==> config.mk <==
export PLATFORM = sky130hd
export DESIGN_NAME = mode_s_reply_coordinator
export DESIGN_NICKNAME = d
export VERILOG_FILES = /design/src/logic/reply_coord_pkg.sv /design/src/logic/pin_sync.sv /design/src/logic/recovery_timer.sv /design/src/logic/mode_s_reply_coordinator.sv
export SDC_FILE = /design/constraint.sdc
export NUM_CORES = 1
export LEC_CHECK = 0
export ABC_AREA = 1
export BUFFER_PORTS_ARGS = -buffer_cell sky130_fd_sc_hd__buf_2
export CORE_MARGIN = 3
export CORE_UTILIZATION = 45
export CTS_BUF_LIST = sky130_fd_sc_hd__clkbuf_8
export DETAILED_ROUTE_END_ITERATION = 7
export PLACE_DENSITY = 0.67
export SLEW_MARGIN = 40
export SYNTH_ARGS = -nofsm -noshare
export SYNTH_HDL_FRONTEND = slang
export SYNTH_SLANG_ARGS = --single-unit
export TNS_END_PERCENT = 20
==> constraint.sdc <==
create_clock -name i_mclk -period 6.56 [get_ports i_mclk]
set_input_delay 0.984 -clock i_mclk [delete_from_list [all_inputs] [get_ports i_mclk]]
set_output_delay 0.984 -clock i_mclk [all_outputs]
set_load 0.005 [all_outputs]
==> src/logic/reply_coord_pkg.sv <==
package reply_coord_pkg;

	// ----------------------------------------
	// interrogation kinds from the front end
	// ----------------------------------------
	typedef enum logic [2:0] {
		INT_MODE_A = 3'h0,
		INT_MODE_C = 3'h1,
		INT_ALLCALL_A = 3'h2,
		INT_ALLCALL_C = 3'h3,
		INT_MODE_S = 3'h4
	} interrog_e;

	// ----------------------------------------
	// reply selection
	// ----------------------------------------
	typedef enum logic [2:0] {
		REPLY_NONE = 3'h0,
		REPLY_ALTITUDE = 3'h1,
		REPLY_IDENTITY = 3'h2,
		REPLY_ALLCALL = 3'h3,
		REPLY_SURV_COMMB = 3'h4
	} reply_e;

	// ----------------------------------------
	// field widths and codes
	// ----------------------------------------
	localparam int UF_W = 5;
	localparam int ALT_W = 13;
	localparam int ID_W = 13;
	localparam int CA_W = 3;

	localparam logic [UF_W-1:0] UF_SURV_ALT = 5'h04;
	localparam logic [UF_W-1:0] UF_SURV_ID = 5'h05;
	localparam logic [UF_W-1:0] UF_ALLCALL = 5'h0B;
	localparam logic [UF_W-1:0] UF_AIR_COORD = 5'h10;
	localparam logic [UF_W-1:0] UF_COMMB_ALT = 5'h14;
	localparam logic [UF_W-1:0] UF_COMMB_ID = 5'h15;

	localparam logic [UF_W-1:0] DF_AIR_COORD = 5'h10;
	localparam logic [UF_W-1:0] DF_ALLCALL = 5'h0B;
	localparam logic [UF_W-1:0] DF_EXT_SQUITTER = 5'h11;

	localparam logic [CA_W-1:0] CA_MIN_REPORT = 3'h4;
	localparam logic [CA_W-1:0] CA_MAX_REPORT = 3'h7;

	// ----------------------------------------
	// timing
	// ----------------------------------------
	localparam int CLK_HZ = 25_000_000;
	localparam int MODE_A_SPACING_NS = 8000;
	localparam int MODE_A_SPACING_CYC = (MODE_A_SPACING_NS * (CLK_HZ / 1_000_000)) / 1000;
	// recovery dead time after a rejected mode A, treated like a desensitising pulse
	localparam int RECOVER_NS = 15000;
	localparam int RECOVER_CYC_RAW = (RECOVER_NS * (CLK_HZ / 1_000_000) + 999) / 1000;
	localparam int RECOVER_CYC = (RECOVER_CYC_RAW < 1) ? 1 : RECOVER_CYC_RAW;
	localparam int RECOVER_W = 10;

	// ----------------------------------------
	// carriers
	// ----------------------------------------
	typedef struct packed {
		interrog_e kind;
		logic [UF_W-1:0] uf;
	} interrog_s;

	typedef struct packed {
		reply_e kind;
		logic [UF_W-1:0] df;
		logic [CA_W-1:0] ca;
		logic [ALT_W-1:0] alt;
	} reply_s;

endpackage : reply_coord_pkg

==> src/logic/pin_sync.sv <==
module pin_sync (
	input wire logic i_mclk,
	input wire logic i_reset,
	input wire logic i_async,
	output logic o_sync
);
	logic stage1;

	// ----------------------------------------
	// two-stage synchroniser
	// ----------------------------------------
	always_ff @(posedge i_mclk or posedge i_reset) begin
		if (i_reset) begin
			stage1 <= 1'b0;
			o_sync <= 1'b0;
		end else begin
			stage1 <= i_async;
			o_sync <= stage1;
		end
	end
endmodule : pin_sync

==> src/logic/recovery_timer.sv <==
module recovery_timer
	import reply_coord_pkg::*;
(
	input wire logic i_mclk,
	input wire logic i_reset,
	input wire logic i_start,
	output logic o_busy
);
	logic [RECOVER_W-1:0] count;
	wire logic [RECOVER_W-1:0] next_count;

	// ----------------------------------------
	// dead time counter
	// ----------------------------------------
	assign next_count = i_start ? RECOVER_W'(RECOVER_CYC) :
		(count != '0) ? count - RECOVER_W'(1) : count;
	assign o_busy = (count != '0);

	always_ff @(posedge i_mclk or posedge i_reset) begin
		if (i_reset) begin
			count <= '0;
		end else begin
			count <= next_count;
		end
	end
endmodule : recovery_timer

==> src/logic/mode_s_reply_coordinator.sv <==
// Function
// - a valid mode A interrogation yields no reply unless the build is full level 2
// - a valid mode C interrogation yields an altitude code reply while not on ground
// - no reply to any all-call and no DF 11 unless the build is full level 2
// - uplink format 16 is rejected, never accepted
// - UF/DF 20 and 21 are processed; DF 16 is never produced
// - capability field can report codes 4 through 7
// - ground-initiated Comm-B kept; air-initiated and broadcast Comm-B left out
// - full level 2 build keeps original replies incl. identity and all-call
// - never claim elementary surveillance compliance
// - surveillance register changes raise no Comm-B broadcast
// - never claim enhanced surveillance compliance
// - no lockout or UM protocol; acceptance never blocked by lockout
// - no Comm-A reception or linked Comm-A
// - no extended Comm-U/V, multisite or sensor broadcast reception
// - no automatic data link capability update
// - no aircraft identification change signalling
// - surveillance identifier codes are not handled
// - no all-call reply protocol
// - position broadcast goes out as 1090 MHz extended squitter
// - mode A by P1-P3 8 us spacing rejected, then desensitise recovery
module mode_s_reply_coordinator
	import reply_coord_pkg::*;
(
	input wire logic i_mclk,
	input wire logic i_reset,
	input wire logic i_full_level2,
	input wire logic i_on_ground,
	input wire logic i_p1_pulse,
	input wire logic i_p3_pulse,
	input wire logic i_int_valid,
	input reply_coord_pkg::interrog_s i_int,
	input wire logic [ALT_W-1:0] i_alt_code,
	input wire logic [CA_W-1:0] i_ca_code,
	input wire logic i_squitter_req,
	output reply_coord_pkg::reply_s o_reply,
	output logic o_reply_valid,
	output logic o_reject,
	output logic o_recovering,
	output logic o_squitter_go,
	output logic [UF_W-1:0] o_squitter_df,
	output logic o_els_claim,
	output logic o_ehs_claim,
	output logic o_commb_bcast
);
	import reply_coord_pkg::*;

	// ----------------------------------------
	// state
	// ----------------------------------------
	typedef enum logic [2:0] {
		ST_IDLE = 3'b001,
		ST_DECIDE = 3'b010,
		ST_ISSUE = 3'b100
	} coord_e;

	coord_e state;
	coord_e next_state;
	interrog_s held;
	logic [ALT_W-1:0] alt_held;
	logic [7:0] spacing;
	logic spacing_run;
	logic p1_q;
	logic p3_q;
	logic p1_prev;
	logic p3_prev;
	logic mode_a_seen;
	wire logic p1_rise;
	wire logic p3_rise;
	wire logic is_mode_a_spacing;
	wire logic recover_busy;
	wire logic accept;
	wire logic uf_known;
	wire logic int_surv;
	wire logic int_commb;
	wire logic int_allcall;
	wire logic int_air_coord;
	wire logic spacing_max;
	wire logic [CA_W-1:0] ca_sel;
	reply_s next_reply;
	wire logic next_reject;

	// ----------------------------------------
	// decoding helpers
	// ----------------------------------------
	function automatic logic rising(input logic cur, input logic prev);
		rising = cur & ~prev;
	endfunction : rising

	function automatic logic uf_is_surv(input logic [UF_W-1:0] uf);
		uf_is_surv = (uf == UF_SURV_ALT) | (uf == UF_SURV_ID);
	endfunction : uf_is_surv

	function automatic logic uf_is_commb(input logic [UF_W-1:0] uf);
		uf_is_commb = (uf == UF_COMMB_ALT) | (uf == UF_COMMB_ID);
	endfunction : uf_is_commb

	function automatic logic uf_is_allcall(input logic [UF_W-1:0] uf);
		uf_is_allcall = (uf == UF_ALLCALL);
	endfunction : uf_is_allcall

	function automatic logic uf_is_air_coord(input logic [UF_W-1:0] uf);
		uf_is_air_coord = (uf == UF_AIR_COORD);
	endfunction : uf_is_air_coord

	// all-call answers exist only in a full level 2 build
	function automatic reply_e allcall_kind(input logic level2);
		allcall_kind = level2 ? REPLY_ALLCALL : REPLY_NONE;
	endfunction : allcall_kind

	function automatic logic [UF_W-1:0] allcall_df(input logic level2);
		allcall_df = level2 ? DF_ALLCALL : '0;
	endfunction : allcall_df

	// ----------------------------------------
	// pulse inputs from the receiver
	// ----------------------------------------
	pin_sync u_p1_sync (
		.i_mclk(i_mclk),
		.i_reset(i_reset),
		.i_async(i_p1_pulse),
		.o_sync(p1_q)
	);

	pin_sync u_p3_sync (
		.i_mclk(i_mclk),
		.i_reset(i_reset),
		.i_async(i_p3_pulse),
		.o_sync(p3_q)
	);

	assign p1_rise = rising(p1_q, p1_prev);
	assign p3_rise = rising(p3_q, p3_prev);
	assign is_mode_a_spacing = p3_rise & spacing_run &
		(spacing == 8'(MODE_A_SPACING_CYC - 1));

	always_ff @(posedge i_mclk or posedge i_reset) begin
		if (i_reset) begin
			p1_prev <= 1'b0;
			p3_prev <= 1'b0;
		end else begin
			p1_prev <= p1_q;
			p3_prev <= p3_q;
		end
	end

	// ----------------------------------------
	// p1 to p3 spacing count
	// ----------------------------------------
	assign spacing_max = (spacing == 8'hFF);

	always_ff @(posedge i_mclk or posedge i_reset) begin
		if (i_reset) begin
			spacing <= 8'h00;
			spacing_run <= 1'b0;
		end else begin
			if (p1_rise) begin
				spacing <= 8'h00;
				spacing_run <= 1'b1;
			end else if (p3_rise || spacing_max) begin
				spacing_run <= 1'b0;
			end else if (spacing_run) begin
				spacing <= spacing + 8'h01;
			end
		end
	end

	always_ff @(posedge i_mclk or posedge i_reset) begin
		if (i_reset) begin
			mode_a_seen <= 1'b0;
		end else begin
			mode_a_seen <= is_mode_a_spacing;
		end
	end

	// ----------------------------------------
	// recovery after a rejected mode A
	// ----------------------------------------
	recovery_timer u_recover (
		.i_mclk(i_mclk),
		.i_reset(i_reset),
		.i_start(is_mode_a_spacing),
		.o_busy(recover_busy)
	);

	// ----------------------------------------
	// recovery status
	// ----------------------------------------
	always_ff @(posedge i_mclk or posedge i_reset) begin
		if (i_reset) begin
			o_recovering <= 1'b0;
		end else begin
			o_recovering <= recover_busy;
		end
	end

	// ----------------------------------------
	// acceptance
	// ----------------------------------------
	// lockout has no part in acceptance
	assign accept = i_int_valid & ~recover_busy & (state == ST_IDLE);
	assign int_surv = uf_is_surv(i_int.uf);
	assign int_commb = uf_is_commb(i_int.uf);
	assign int_allcall = uf_is_allcall(i_int.uf);
	assign int_air_coord = uf_is_air_coord(i_int.uf);
	assign uf_known = int_surv | int_commb | int_allcall | int_air_coord;

	// ----------------------------------------
	// capability field
	// ----------------------------------------
	assign ca_sel = (i_ca_code < CA_MIN_REPORT) ? CA_MIN_REPORT : i_ca_code;

	// ----------------------------------------
	// reply decision
	// ----------------------------------------
	always_comb begin
		next_reply = '0;
		next_reply.kind = REPLY_NONE;
		next_reply.ca = ca_sel;
		next_reply.alt = alt_held;
		unique case (held.kind)
			INT_MODE_A: begin
				// identity reply only for a full level 2 build
				next_reply.kind = i_full_level2 ? REPLY_IDENTITY : REPLY_NONE;
			end
			INT_MODE_C: begin
				next_reply.kind = REPLY_ALTITUDE;
			end
			INT_ALLCALL_A, INT_ALLCALL_C: begin
				next_reply.kind = allcall_kind(i_full_level2);
				next_reply.df = allcall_df(i_full_level2);
			end
			INT_MODE_S: begin
				unique case (held.uf)
					UF_SURV_ALT, UF_SURV_ID: begin
						next_reply.kind = REPLY_SURV_COMMB;
						next_reply.df = held.uf;
					end
					UF_COMMB_ALT, UF_COMMB_ID: begin
						// ground-initiated Comm-B only
						next_reply.kind = REPLY_SURV_COMMB;
						next_reply.df = held.uf;
					end
					UF_ALLCALL: begin
						next_reply.kind = allcall_kind(i_full_level2);
						next_reply.df = allcall_df(i_full_level2);
					end
					default: begin
						// rejected UF 16 and unknown formats land here but never reach ST_DECIDE
						next_reply.kind = REPLY_NONE;
					end
				endcase
			end
			default: begin
				next_reply.kind = REPLY_NONE;
			end
		endcase
		if (i_on_ground) begin
			next_reply.kind = REPLY_NONE;
		end
		if (next_reply.kind == REPLY_NONE) begin
			next_reply.df = '0;
		end
	end

	// UF 16 and formats outside the set are rejected; no Comm-A/U/V, SI or broadcast path
	assign next_reject = accept & (i_int.kind == INT_MODE_S) &
		(int_air_coord | ~uf_known);

	// ----------------------------------------
	// decision sequence
	// ----------------------------------------
	always_comb begin
		next_state = state;
		unique case (state)
			ST_IDLE: begin
				if (accept && !next_reject) begin
					next_state = ST_DECIDE;
				end
			end
			ST_DECIDE: begin
				next_state = ST_ISSUE;
			end
			ST_ISSUE: begin
				next_state = ST_IDLE;
			end
			default: begin
				next_state = ST_IDLE;
			end
		endcase
	end

	always_ff @(posedge i_mclk or posedge i_reset) begin
		if (i_reset) begin
			state <= ST_IDLE;
			held <= '0;
			alt_held <= '0;
		end else begin
			state <= next_state;
			if (accept) begin
				held <= i_int;
				alt_held <= i_alt_code;
			end
		end
	end

	always_ff @(posedge i_mclk or posedge i_reset) begin
		if (i_reset) begin
			o_reject <= 1'b0;
		end else begin
			o_reject <= next_reject | mode_a_seen;
		end
	end

	always_ff @(posedge i_mclk or posedge i_reset) begin
		if (i_reset) begin
			o_reply <= '0;
			o_reply_valid <= 1'b0;
		end else begin
			o_reply_valid <= 1'b0;
			if (state == ST_DECIDE) begin
				o_reply <= next_reply;
				o_reply_valid <= (next_reply.kind != REPLY_NONE);
			end
		end
	end

	// ----------------------------------------
	// squitter and capability reporting
	// ----------------------------------------
	always_ff @(posedge i_mclk or posedge i_reset) begin
		if (i_reset) begin
			o_squitter_go <= 1'b0;
			o_squitter_df <= '0;
		end else begin
			o_squitter_go <= i_squitter_req;
			o_squitter_df <= DF_EXT_SQUITTER;
		end
	end

	assign o_els_claim = 1'b0;
	assign o_ehs_claim = 1'b0;
	// no broadcast on register change or capability change
	assign o_commb_bcast = 1'b0;

endmodule : mode_s_reply_coordinator

Word-level counts from Yosys, hierarchy flattened. Index checks and enable logic that the tools add are counted.

$add $sub $neg: 2. Magnitude comparators: 1. Equal/unequal tests: 22. Mux-type cells: 20. Bitwise operators: 19. Reductions and logical operators: 13.

Operator list (count): $eq 5x5->1 const B (5); $mux 8 (3); $eq 5x3->1 const B (4); $mux 10 (2); $pmux 5 s2 (2); $eq 8x8->1 const B (2); $pmux 3 s2 (2); $pmux 3 s4 (1); $eq 5x4->1 const B (2); $reduce_bool 10->1 (1); $sub 10x1->10 const B (1); $eq 3x2->1 const B (3); $mux 3 (3); $add 8x1->8 const B (1); $and 1x1->1 (8); $or 1x1->1 (7); $eq 3x1->1 const B (2); $eq 3x3->1 const B (2); $logic_not 3->1 (2); $reduce_bool 2->1 (3); $mux 5 (1); $mux 2 (2); $mux 4 (1); $not 1->1 (4); 11 further kinds (13).

Bits in registers: 79. Input port bits: 32. Output and inout bits: 36. Word-level logic and storage cells: 100.

Longest topological paths before layout. Gate-level depths: netlist of run 1.

Depth after elaboration: 12. Mapped depth: 11.

Cells and area by module. From an unflattened synthesis of run 1, not the netlist that was laid out.

Cell total of the unflattened synthesis: 407. Area total of the unflattened synthesis: 3483.3 um2.

Modules (own cells, without submodules): mode_s_reply_coordinator (times used 1, cells an instance 316, area each 2742.6 um2); recovery_timer (times used 1, cells an instance 85, area each 633.1 um2); pin_sync (times used 2, cells an instance 3, area each 53.8 um2).

Worst setup path after synthesis of run 1. Ideal clock, no wire load.

Path type: input-to-reg. Start point: input port i_int_valid. End point: register held[6] (netlist bit). Setup time: 0.126 ns. Data arrival time: 1.609 ns. Data required time: 6.434 ns. Path slack: 4.825 ns. Stages on the path: 6. Path buffers: 1. Cells stage by stage: nand2_1 > nor3_1 > nand3_2 > inv_2 > buf_4 > o21ai_0.

Word-level cells in the longest chain between the ends: 2.

Ends and longest elaborated chain: start: declaration (line mode_s_reply_coordinator.sv:31) `input wire logic i_int_valid,`; $and 1x1->1 (2 in a row) (line mode_s_reply_coordinator.sv:201) `assign accept = i_int_valid & ~recover_busy & (state == ST_IDLE);`; end signal: assignment (line mode_s_reply_coordinator.sv:301) `held <= i_int;`; end: declaration (line mode_s_reply_coordinator.sv:59) `interrog_s held;`.

No other way between the ends. A chain may end at the register's enable or synchronous reset.

Worst setup path in the final report of run 1. Same ends and word-level chain as after synthesis.

==> results of run 1 <==
==> routing by layer <==
layer / vias up / GRT usage [%] / wire (um)
li1: 1325 / - / -
met1: 1226 / 21.1 / 2970
met2: 64 / 27.0 / 2920
met3: 17 / 3.57 / 362
met4: 0 / 7.69 / 168
met5: - / 0 / 0
==> flip-flops by register name, indices dropped and copies added (netlist names), 3 cells and up <==
signal / flops
alt_held: 13
held: 8
o_reply: 24
spacing: 8
state: 3
u_recover.count: 10
==> synth_stat cells (4+ instances only) <==
cell type,number
nand3_1,21
buf_4,9
inv_1,31
dfrtp_1,78
buf_2,5
xor2_1,4
nor2_1,24
o21ai_1,9
o21ai_0,6
nand2_1,148
a21oi_1,6
nand4_1,7
inv_2,7
nor3_1,6
==> stage by stage <==
| stage | setup WS, ns | hold slack [ns] | area, sq um | util (%) | cells |
|---|---|---|---|---|---|
| 2_1_floorplan | 3.55 | 0.331 | 3420 | - | 395 |
| 3_3_place_gp | 4.17 | 0.333 | 3770 | 51.7 | 541 |
| 3_5_place_dp | 4.08 | 0.337 | 3770 | 51.7 | 541 |
| 4_1_cts | 4.45 | 0.357 | 3970 | 54.5 | 557 |
| 5_1_grt | 4.24 | 0.365 | 3970 | 54.5 | 557 |
| 6_report | 4.48 | 0.354 | 3970 | 54.5 | 557 |
==> cell type report <==
class | count | area [sq um] | share of cell area (%)
inverters | 38 | 144 | 3.62
flip-flops and latches | 79 | 1980 | 49.8
well taps | 99 | 124 | 3.12
clock buffers | 9 | 124 | 3.12
clock inverters | 7 | 78.8 | 1.98
repair buffers | 63 | 324 | 8.15
multi-input cells | 262 | 1200 | 30.2
==> cells by family (layout without fill, tap and decap cells) <==
family | after synthesis | after routing | synth area share (%)
buffers and inverters | 54 | 117 | 7.13
adder cells (fa/ha/maj) | 3 | 3 | 1.10
flip-flops | 79 | 79 | 58.1
AND/OR/NAND/NOR | 219 | 219 | 27.2
XOR/XNOR | 7 | 7 | 1.80
other | 2 | 7 | 0.221
AO/OA/AOI/OAI | 26 | 26 | 4.38
==> power breakdown <==
group          switching (W)  total (W)  internal [W]
sequential         0.0000844   0.000720      0.000635
combinational       0.000200   0.000343      0.000143
clock               0.000192   0.000372      0.000180
total               0.000476    0.00143      0.000958
==> worst max-delay path, delay by kind of cell <==
family                 cells  cell delay (ns)
AO/OA/AOI/OAI              1             0.13
AND/OR/NAND/NOR            3             0.66
buffers and inverters      2             0.53
==> worst max-delay path by stage <==
stage	slack, ns	end	startpoint	cells past startpoint
3_5_place_dp	4.08	held[6]	i_int_valid	6
4_1_cts	4.45	held[6]	u_recover.count[0]	7
6_report	4.48	held[6]	i_int_valid	6
2_1_floorplan	3.55	alt_held[0]	i_reset	1
5_1_grt	4.24	held[6]	u_recover.count[0]	8
3_3_place_gp	4.17	held[6]	i_int_valid	6
==> summary.txt, run 1 <==
Status
  – Status: finished, final reports clean

CTS
  – Clk pin slew, worst setup/hold paths: 0.08 ns
  – Worst skew pair latency: 0.36 ns
  – Clock sink total: 79
  – Hold Buf Count CTS: 0
  – Post-CTS Resized: 0
  – Max clock buf depth: 2
  – H-tree levels: 3
  – Setup repair bufs after CTS: 0
  – Root buffer cell: clkbuf_8
  – TritonCTS clock tree: yes
  – Inserted Clock Buffers: 9

STA
  – Period utilisation layout: 31.7%
  – Worst Skew: 0.00916 ns
  – Slew of the pin with the lowest slew margin: 0.715 ns
  – FMAX: 0.480 GHz
  – Max_slew headroom: 52.3%
  – TNS Setup: 0 ns
  – Minimum clock period: 2.08 ns
  – Fin. max-slew vios: 0
  – Final setup viols: 0
  – RSZ-0062 raised after global routing: false
  – Final hold viol count: 0

Final layout
  – Most common cell after layout, fill and taps aside: nand2_1
  – Inserted Diodes: 0
  – Commonest non-fill, non-tap cells in the layout: 148 x nand2_1, 78 x dfrtp_1, 61 x buf_2, 30 x inv_1, 24 x nor2_1
  – Area grow syn2layout: 16.8%
  – Layout cells sized above 1: 22.3%
  – Final #Nets: 488
  – Fillcell total: 709

Synthesis
  – Mapped Area: 0.00340 sq mm
  – Syn. warnings: 0
  – Area leader, netlist: dfrtp_1
  – Post-synth EDFFs: 0
  – Register area share after synthesis: 58.1%
  – Async SR Flop Fraction: 100%
  – Mapped Avg Cell Area: 8.73 sq um
  – Yosys reg bits: 79
  – Post-synth top area share: 57.4%
  – Top cells by area, synth: dfrtp_1 57%, nand2_1 16%, inv_1 3.4%
  – Post-synth top flop: dfrtp_1
  – Synth Instances: 390
  – Synth cell types: 29

Power
  – Max IR drop VDD: 0.124 mV
  – Final Total Pwr: 0.00143 W
  – Power Density: 361 mW/mm^2
  – Leakage: 2.21 nW

Hold path
  – Hold Path Sink: u_p1_sync.o_sync
  – Min-delay worst type: reg2reg
  – Min-delay src: u_p1_sync.stage1
  – Hold path depth: 0

Floorplan
  – Area of the core: 0.00729 sq mm
  – Starting density of the core: 46.7%
  – I/O Pins: 68
  – Rows: 31
  – Die Ht: 93.0 um
  – Die Area: 0.00864 sq mm
  – Die X: 93.0 um

Global routing
  – GRT overflow: 0
  – Vias in the first global route: 2,606
  – Total GRT Usage: 16.6%
  – Largest net degree at the start of global routing: 80
  – First-pass GRT wire length: 11,400 um
  – Initial antenna violation count: 0

Flow run
  – Max Cap Viol: 0

Worst setup path
  – Critical path endpoint category: flop
  – Cell count of the worst reg-to-reg path: 7
  – Flop-to-flop setup slack: 4.49 ns
  – Slowest stage delay, CP: 0.45 ns
  – Cells along the critical path: buf_2, nand2_1, nor3_1, nand3_2, inv_2, o21ai_0
  – CP startpoint kind: input port
  – Reg2reg start: u_recover.count[0]
  – CP Max Fanout: 24
  – Crit path max-delay cell type: inv_2
  – Arr. time, crit path: 2.31 ns
  – CP required: 6.79 ns
  – WS Path Type: in2reg
  – RR Endpoint: held[6]

Routing
  – Via-per-instance ratio: 4.73
  – Final wirelength: 6420 um
  – DR iter-0 viols: 84
  – Via count: 2,632
  – DRC viols: 0
  – Drt wl/cell: 11.5 um
  – ANT nets after route: 0
  – Pre-Repair DR Iteration Count: 4

Place
  – Final Wtd Congestion: 0.825
  – Post-DP HPWL: 4520 um
  – IO buf count: 61
Power figures use the tool's default switching activity.
==> run 2: changes to the inputs <==
--- a/config.mk
+++ b/config.mk
@@ -5,13 +5,13 @@
 export SDC_FILE = /design/constraint.sdc
 export NUM_CORES = 1
 export LEC_CHECK = 0
-export ABC_AREA = 1
+export ABC_AREA = 0
 export BUFFER_PORTS_ARGS = -buffer_cell sky130_fd_sc_hd__buf_2
 export CORE_MARGIN = 3
 export CORE_UTILIZATION = 45
 export CTS_BUF_LIST = sky130_fd_sc_hd__clkbuf_8
 export DETAILED_ROUTE_END_ITERATION = 7
-export PLACE_DENSITY = 0.67
+export PLACE_DENSITY = 0.7
 export SLEW_MARGIN = 40
 export SYNTH_ARGS = -nofsm -noshare
 export SYNTH_HDL_FRONTEND = slang
==> constraint.sdc (replaced) <==
create_clock -name i_mclk -period 1.76 [get_ports i_mclk]
set_input_delay 0.264 -clock i_mclk [delete_from_list [all_inputs] [get_ports i_mclk]]
set_output_delay 0.264 -clock i_mclk [all_outputs]
set_load 0.005 [all_outputs]
==> run 2 against run 1 <==
The run now ends with negative setup slack left. Sequential share of layout area fell by 4.9 points. Synthesized cell count is 22% lower. Via count is 6.7% lower. Die area down 1.3%. Power grew to 4.3 times the previous value. Worst setup slack got worse by 4.6 ns. Critical endpoint is now alt_held[8]. Combinational power rose to 5.5 times the previous value. Sequential power rose to 3.8 times the previous value.
==> summary.txt, run 2 <==
Routing
  – Pre-Repair DR Iteration Count: 4 (unchanged)
  – DR iter-0 viols: 130 (+55%)
  – ANT nets after route: 0 (unchanged)
  – Final wirelength: 7160 um (+11%)
  – Via count: 2,456 (-6.7%)
  – Drt wl/cell: 14.3 um (+24%)
  – Via-per-instance ratio: 4.92 (+4.2%)
  – DRC viols: 0 (unchanged)

Global routing
  – Vias in the first global route: 2,499 (-4.1%)
  – Largest net degree at the start of global routing: 80 (unchanged)
  – GRT overflow: 0 (unchanged)
  – First-pass GRT wire length: 11,800 um (+3.3%)
  – Total GRT Usage: 17.5% (+0.95 points)
  – Initial antenna violation count: 0 (unchanged)

Worst setup path
  – CP Max Fanout: 8 (-67%)
  – WS Path Type: reg2reg
  – CP bufs+invs: 2 (unchanged)
  – Crit path max-delay cell type: dfstp_2
  – Slowest stage delay, CP: 0.54 ns (+0.09 ns)
  – Cell family with most CP delay: simple AND/OR/NAND/NOR gates
  – Arr. time, crit path: 2.11 ns (-0.20 ns)
  – Critical path endpoint category: flop
  – Cells along the critical path: or4bb_4, nor2_8, buf_12, buf_12, mux2_4
  – Most used cell, CP: buf_12
  – RR Endpoint: alt_held[8]
  – Cell count of the worst reg-to-reg path: 5 (-2)
  – CP startpoint kind: flop
  – Reg2reg start: state[0]
  – Flop-to-flop setup slack: -0.12 ns (-4.61 ns)
  – CP required: 1.99 ns (-4.80 ns)

Synthesis
  – Top-count cell post-synth: dfrtp_1
  – Post-synth EDFFs: 0 (unchanged)
  – Mapped Avg Cell Area: 11.1 sq um (+27%)
  – Mapped Area: 0.00336 sq mm (-1.4%)
  – Register area share after synthesis: 58.9% (+0.82 points)
  – Yosys reg bits: 79 (unchanged)
  – Area leader, netlist: dfrtp_1
  – Post-synth top area share: 58.2% (+0.81 points)
  – Syn. warnings: 0 (unchanged)
  – Post-synth top flop: dfrtp_1
  – Async SR Flop Fraction: 100% (unchanged)
  – Synth cell types: 48 (+66%)
  – Synth Instances: 303 (-22%)
  – Synth cell count leaders: 78 x dfrtp_1, 68 x nand2_1, 21 x nor2_1
  – Top cells by area, synth: dfrtp_1 58%, nand2_1 7.6%, mux2_1 5.0%

CTS
  – Clock sink total: 79 (unchanged)
  – Root buffer cell: clkbuf_8
  – Max clock buf depth: 2 (unchanged)
  – H-tree levels: 3 (unchanged)
  – TritonCTS clock tree: yes
  – Inserted Clock Buffers: 9 (unchanged)
  – Worst skew pair latency: 0.35 ns (about the same)
  – Clk pin slew, worst setup/hold paths: 0.08 ns (about the same)

Power
  – Max IR drop VDD: 0.765 mV (+520%)
  – P_sw: 0.00183 W (+280%)
  – Sw Ratio: 29.3% (-3.9 points)
  – Clock power share: 26.2% (+0.3 points)
  – Internal: 0.00441 W (+360%)
  – Power Density: 1410 mW/mm^2 (+290%)
  – Sequential Power Share: 43.6% (-6.6 points)
  – Comb power frac: 30.2% (+6.3 points)
  – Leakage: 2.26 nW (+1.9%)

Floorplan
  – Die Area: 0.00853 sq mm (-1.3%)
  – Area of the core: 0.00702 sq mm (-3.7%)
  – Die X: 92.4 um (-0.66%)
  – I/O Pins: 68 (unchanged)
  – Die Ht: 92.4 um (-0.66%)
  – Starting density of the core: 47.8% (+1.1 points)
  – Rows: 30 (-3.2%)

Final layout
  – Inserted Diodes: 0 (unchanged)
  – Layout cells sized above 1: 36.5% (+14 points)
  – Most common cell after layout, fill and taps aside: dfrtp_1
  – Area grow syn2layout: 31.5%
  – Max reg flops: 24 (unchanged)
  – Biggest register: o_reply
  – Commonest non-fill, non-tap cells in the layout: 78 x dfrtp_1, 66 x nand2_1, 61 x buf_2, 26 x buf_4, 20 x nor2_1
  – Final Instance Count excl. Fillers: 499 (-10%)
  – Finished Core Util: 62.9% (+8.4 points)
  – Largest regs: o_reply x24, alt_held x13, u_recover.count x10
  – Final #Nets: 433 (-11%)

Flow run
  – Max Cap Viol: 0 (unchanged)

Place
  – Final Wtd Congestion: 0.789 (-4.4%)
  – Dpl cells: 469 (-13%)
  – IO buf count: 61 (unchanged)
  – Post-DP HPWL: 4580 um (+1.4%)
  – Post-Place Worst Slack: -0.0829 ns (-4.16 ns)

Hold path
  – Min-delay worst type: in2async

Status
  – Failing checks: negative setup slack
  – Status: complete, but fails checks

STA
  – Max_slew headroom: 62.8% (+10 points)
  – Slew of the pin with the lowest slew margin: 0.557 ns (-0.158 ns)
  – RSZ-0062 raised after global routing: true
  – Final worst slack: -0.121 ns (-4.60 ns)
  – Final setup viols: 21 (+21)
  – FMAX: 0.532 GHz
  – Period utilisation layout: 107%
  – Final hold viol count: 0 (unchanged)
  – Minimum clock period: 1.88 ns
  – Worst Skew: 0.0116 ns (+0.00240 ns)
  – Fin. max-slew vios: 0 (unchanged)
  – Fin Hold WS: 0.0100 ns (-0.344 ns)
[run 2: worst reg2reg max path: stages, from the launching register on]
cell and delay (ns):
dfstp_2 0.54, or4bb_4 0.52, nor2_8 0.17, buf_12 0.12, buf_12 0.13, mux2_4 0.30
[run 2: final cells by class]
type | instances | area (sq um)
clock buffers | 10 | 138
clock inverters | 6 | 108
fillers | 551 | 2610
inverters | 8 | 33.8
multi-input cells | 204 | 1380
flip-flops and latches | 79 | 1980
well taps | 96 | 120
repair buffers | 96 | 659
[run 2: cells by family after synthesis]
kind of cell             after synthesis  share of synthesized area [%]
other                                  2                          0.224
AO/OA/AOI/OAI                         28                           5.71
flip-flops                            79                           58.9
AND/OR/NAND/NOR                      134                           19.9
XOR/XNOR                              11                           2.87
adder cells (fa/ha/maj)                3                           1.12
buffers and inverters                 25                           4.29
multiplexers                          21                           6.97
[run 2: worst max-delay path by stage]
stage | start | end | slack, ns | cells after the start
floorplan | u_recover.count[0] | alt_held[10] | -0.05 | 7
global placement | u_recover.count[0] | held[6] | -0.01 | 8
detailed placement | u_recover.count[0] | alt_held[5] | -0.08 | 8
CTS | state[0] | alt_held[9] | -0.09 | 5
global route | u_recover.count[0] | alt_held[8] | -0.18 | 9
finish | state[0] | alt_held[8] | -0.12 | 5
[run 2: what timing repair did]
action | CTS | global route
cloned | 1 | 0
setup endpoints to repair | 22 | 34
gates resized for setup | 28 | 11
pin swaps | 2 | 5
setup buffers | 9 | 2
hold buffers | 1 | 1
endpoints found under the hold margin | 1 | 1
[run 2: power by group through the flow]
| stage | sequential [W] | combinational (W) | clock, W |
|---|---|---|---|
| floorplan | 0.00268 | 0.000879 | 0 |
| global placement | 0.00270 | 0.00139 | 0 |
| detailed placement | 0.00272 | 0.00144 | 0 |
| CTS | 0.00270 | 0.00185 | 0.00168 |
| global route | 0.00278 | 0.00207 | 0.00176 |
| finish | 0.00272 | 0.00188 | 0.00163 |
[run 2: through the flow]
step	instance area, sq um	TNS (ns)	total power (W)
after floorplan	3380	-0.750	0.00356
after global placement	3870	-0.0904	0.00409
final	4410	-2.18	0.00624
after global routing	4410	-3.64	0.00661
after CTS	4350	-1.55	0.00623
after detailed placement	3870	-1.34	0.00416
[run 2: per-layer routing]
metal  wire (um)  vias up  track usage [%]
li1            -     1188                -
met1        3220     1188             22.8
met2        3470       65             27.2
met3         287       15             4.47
met4         185        0             8.66
met5           0        -                0
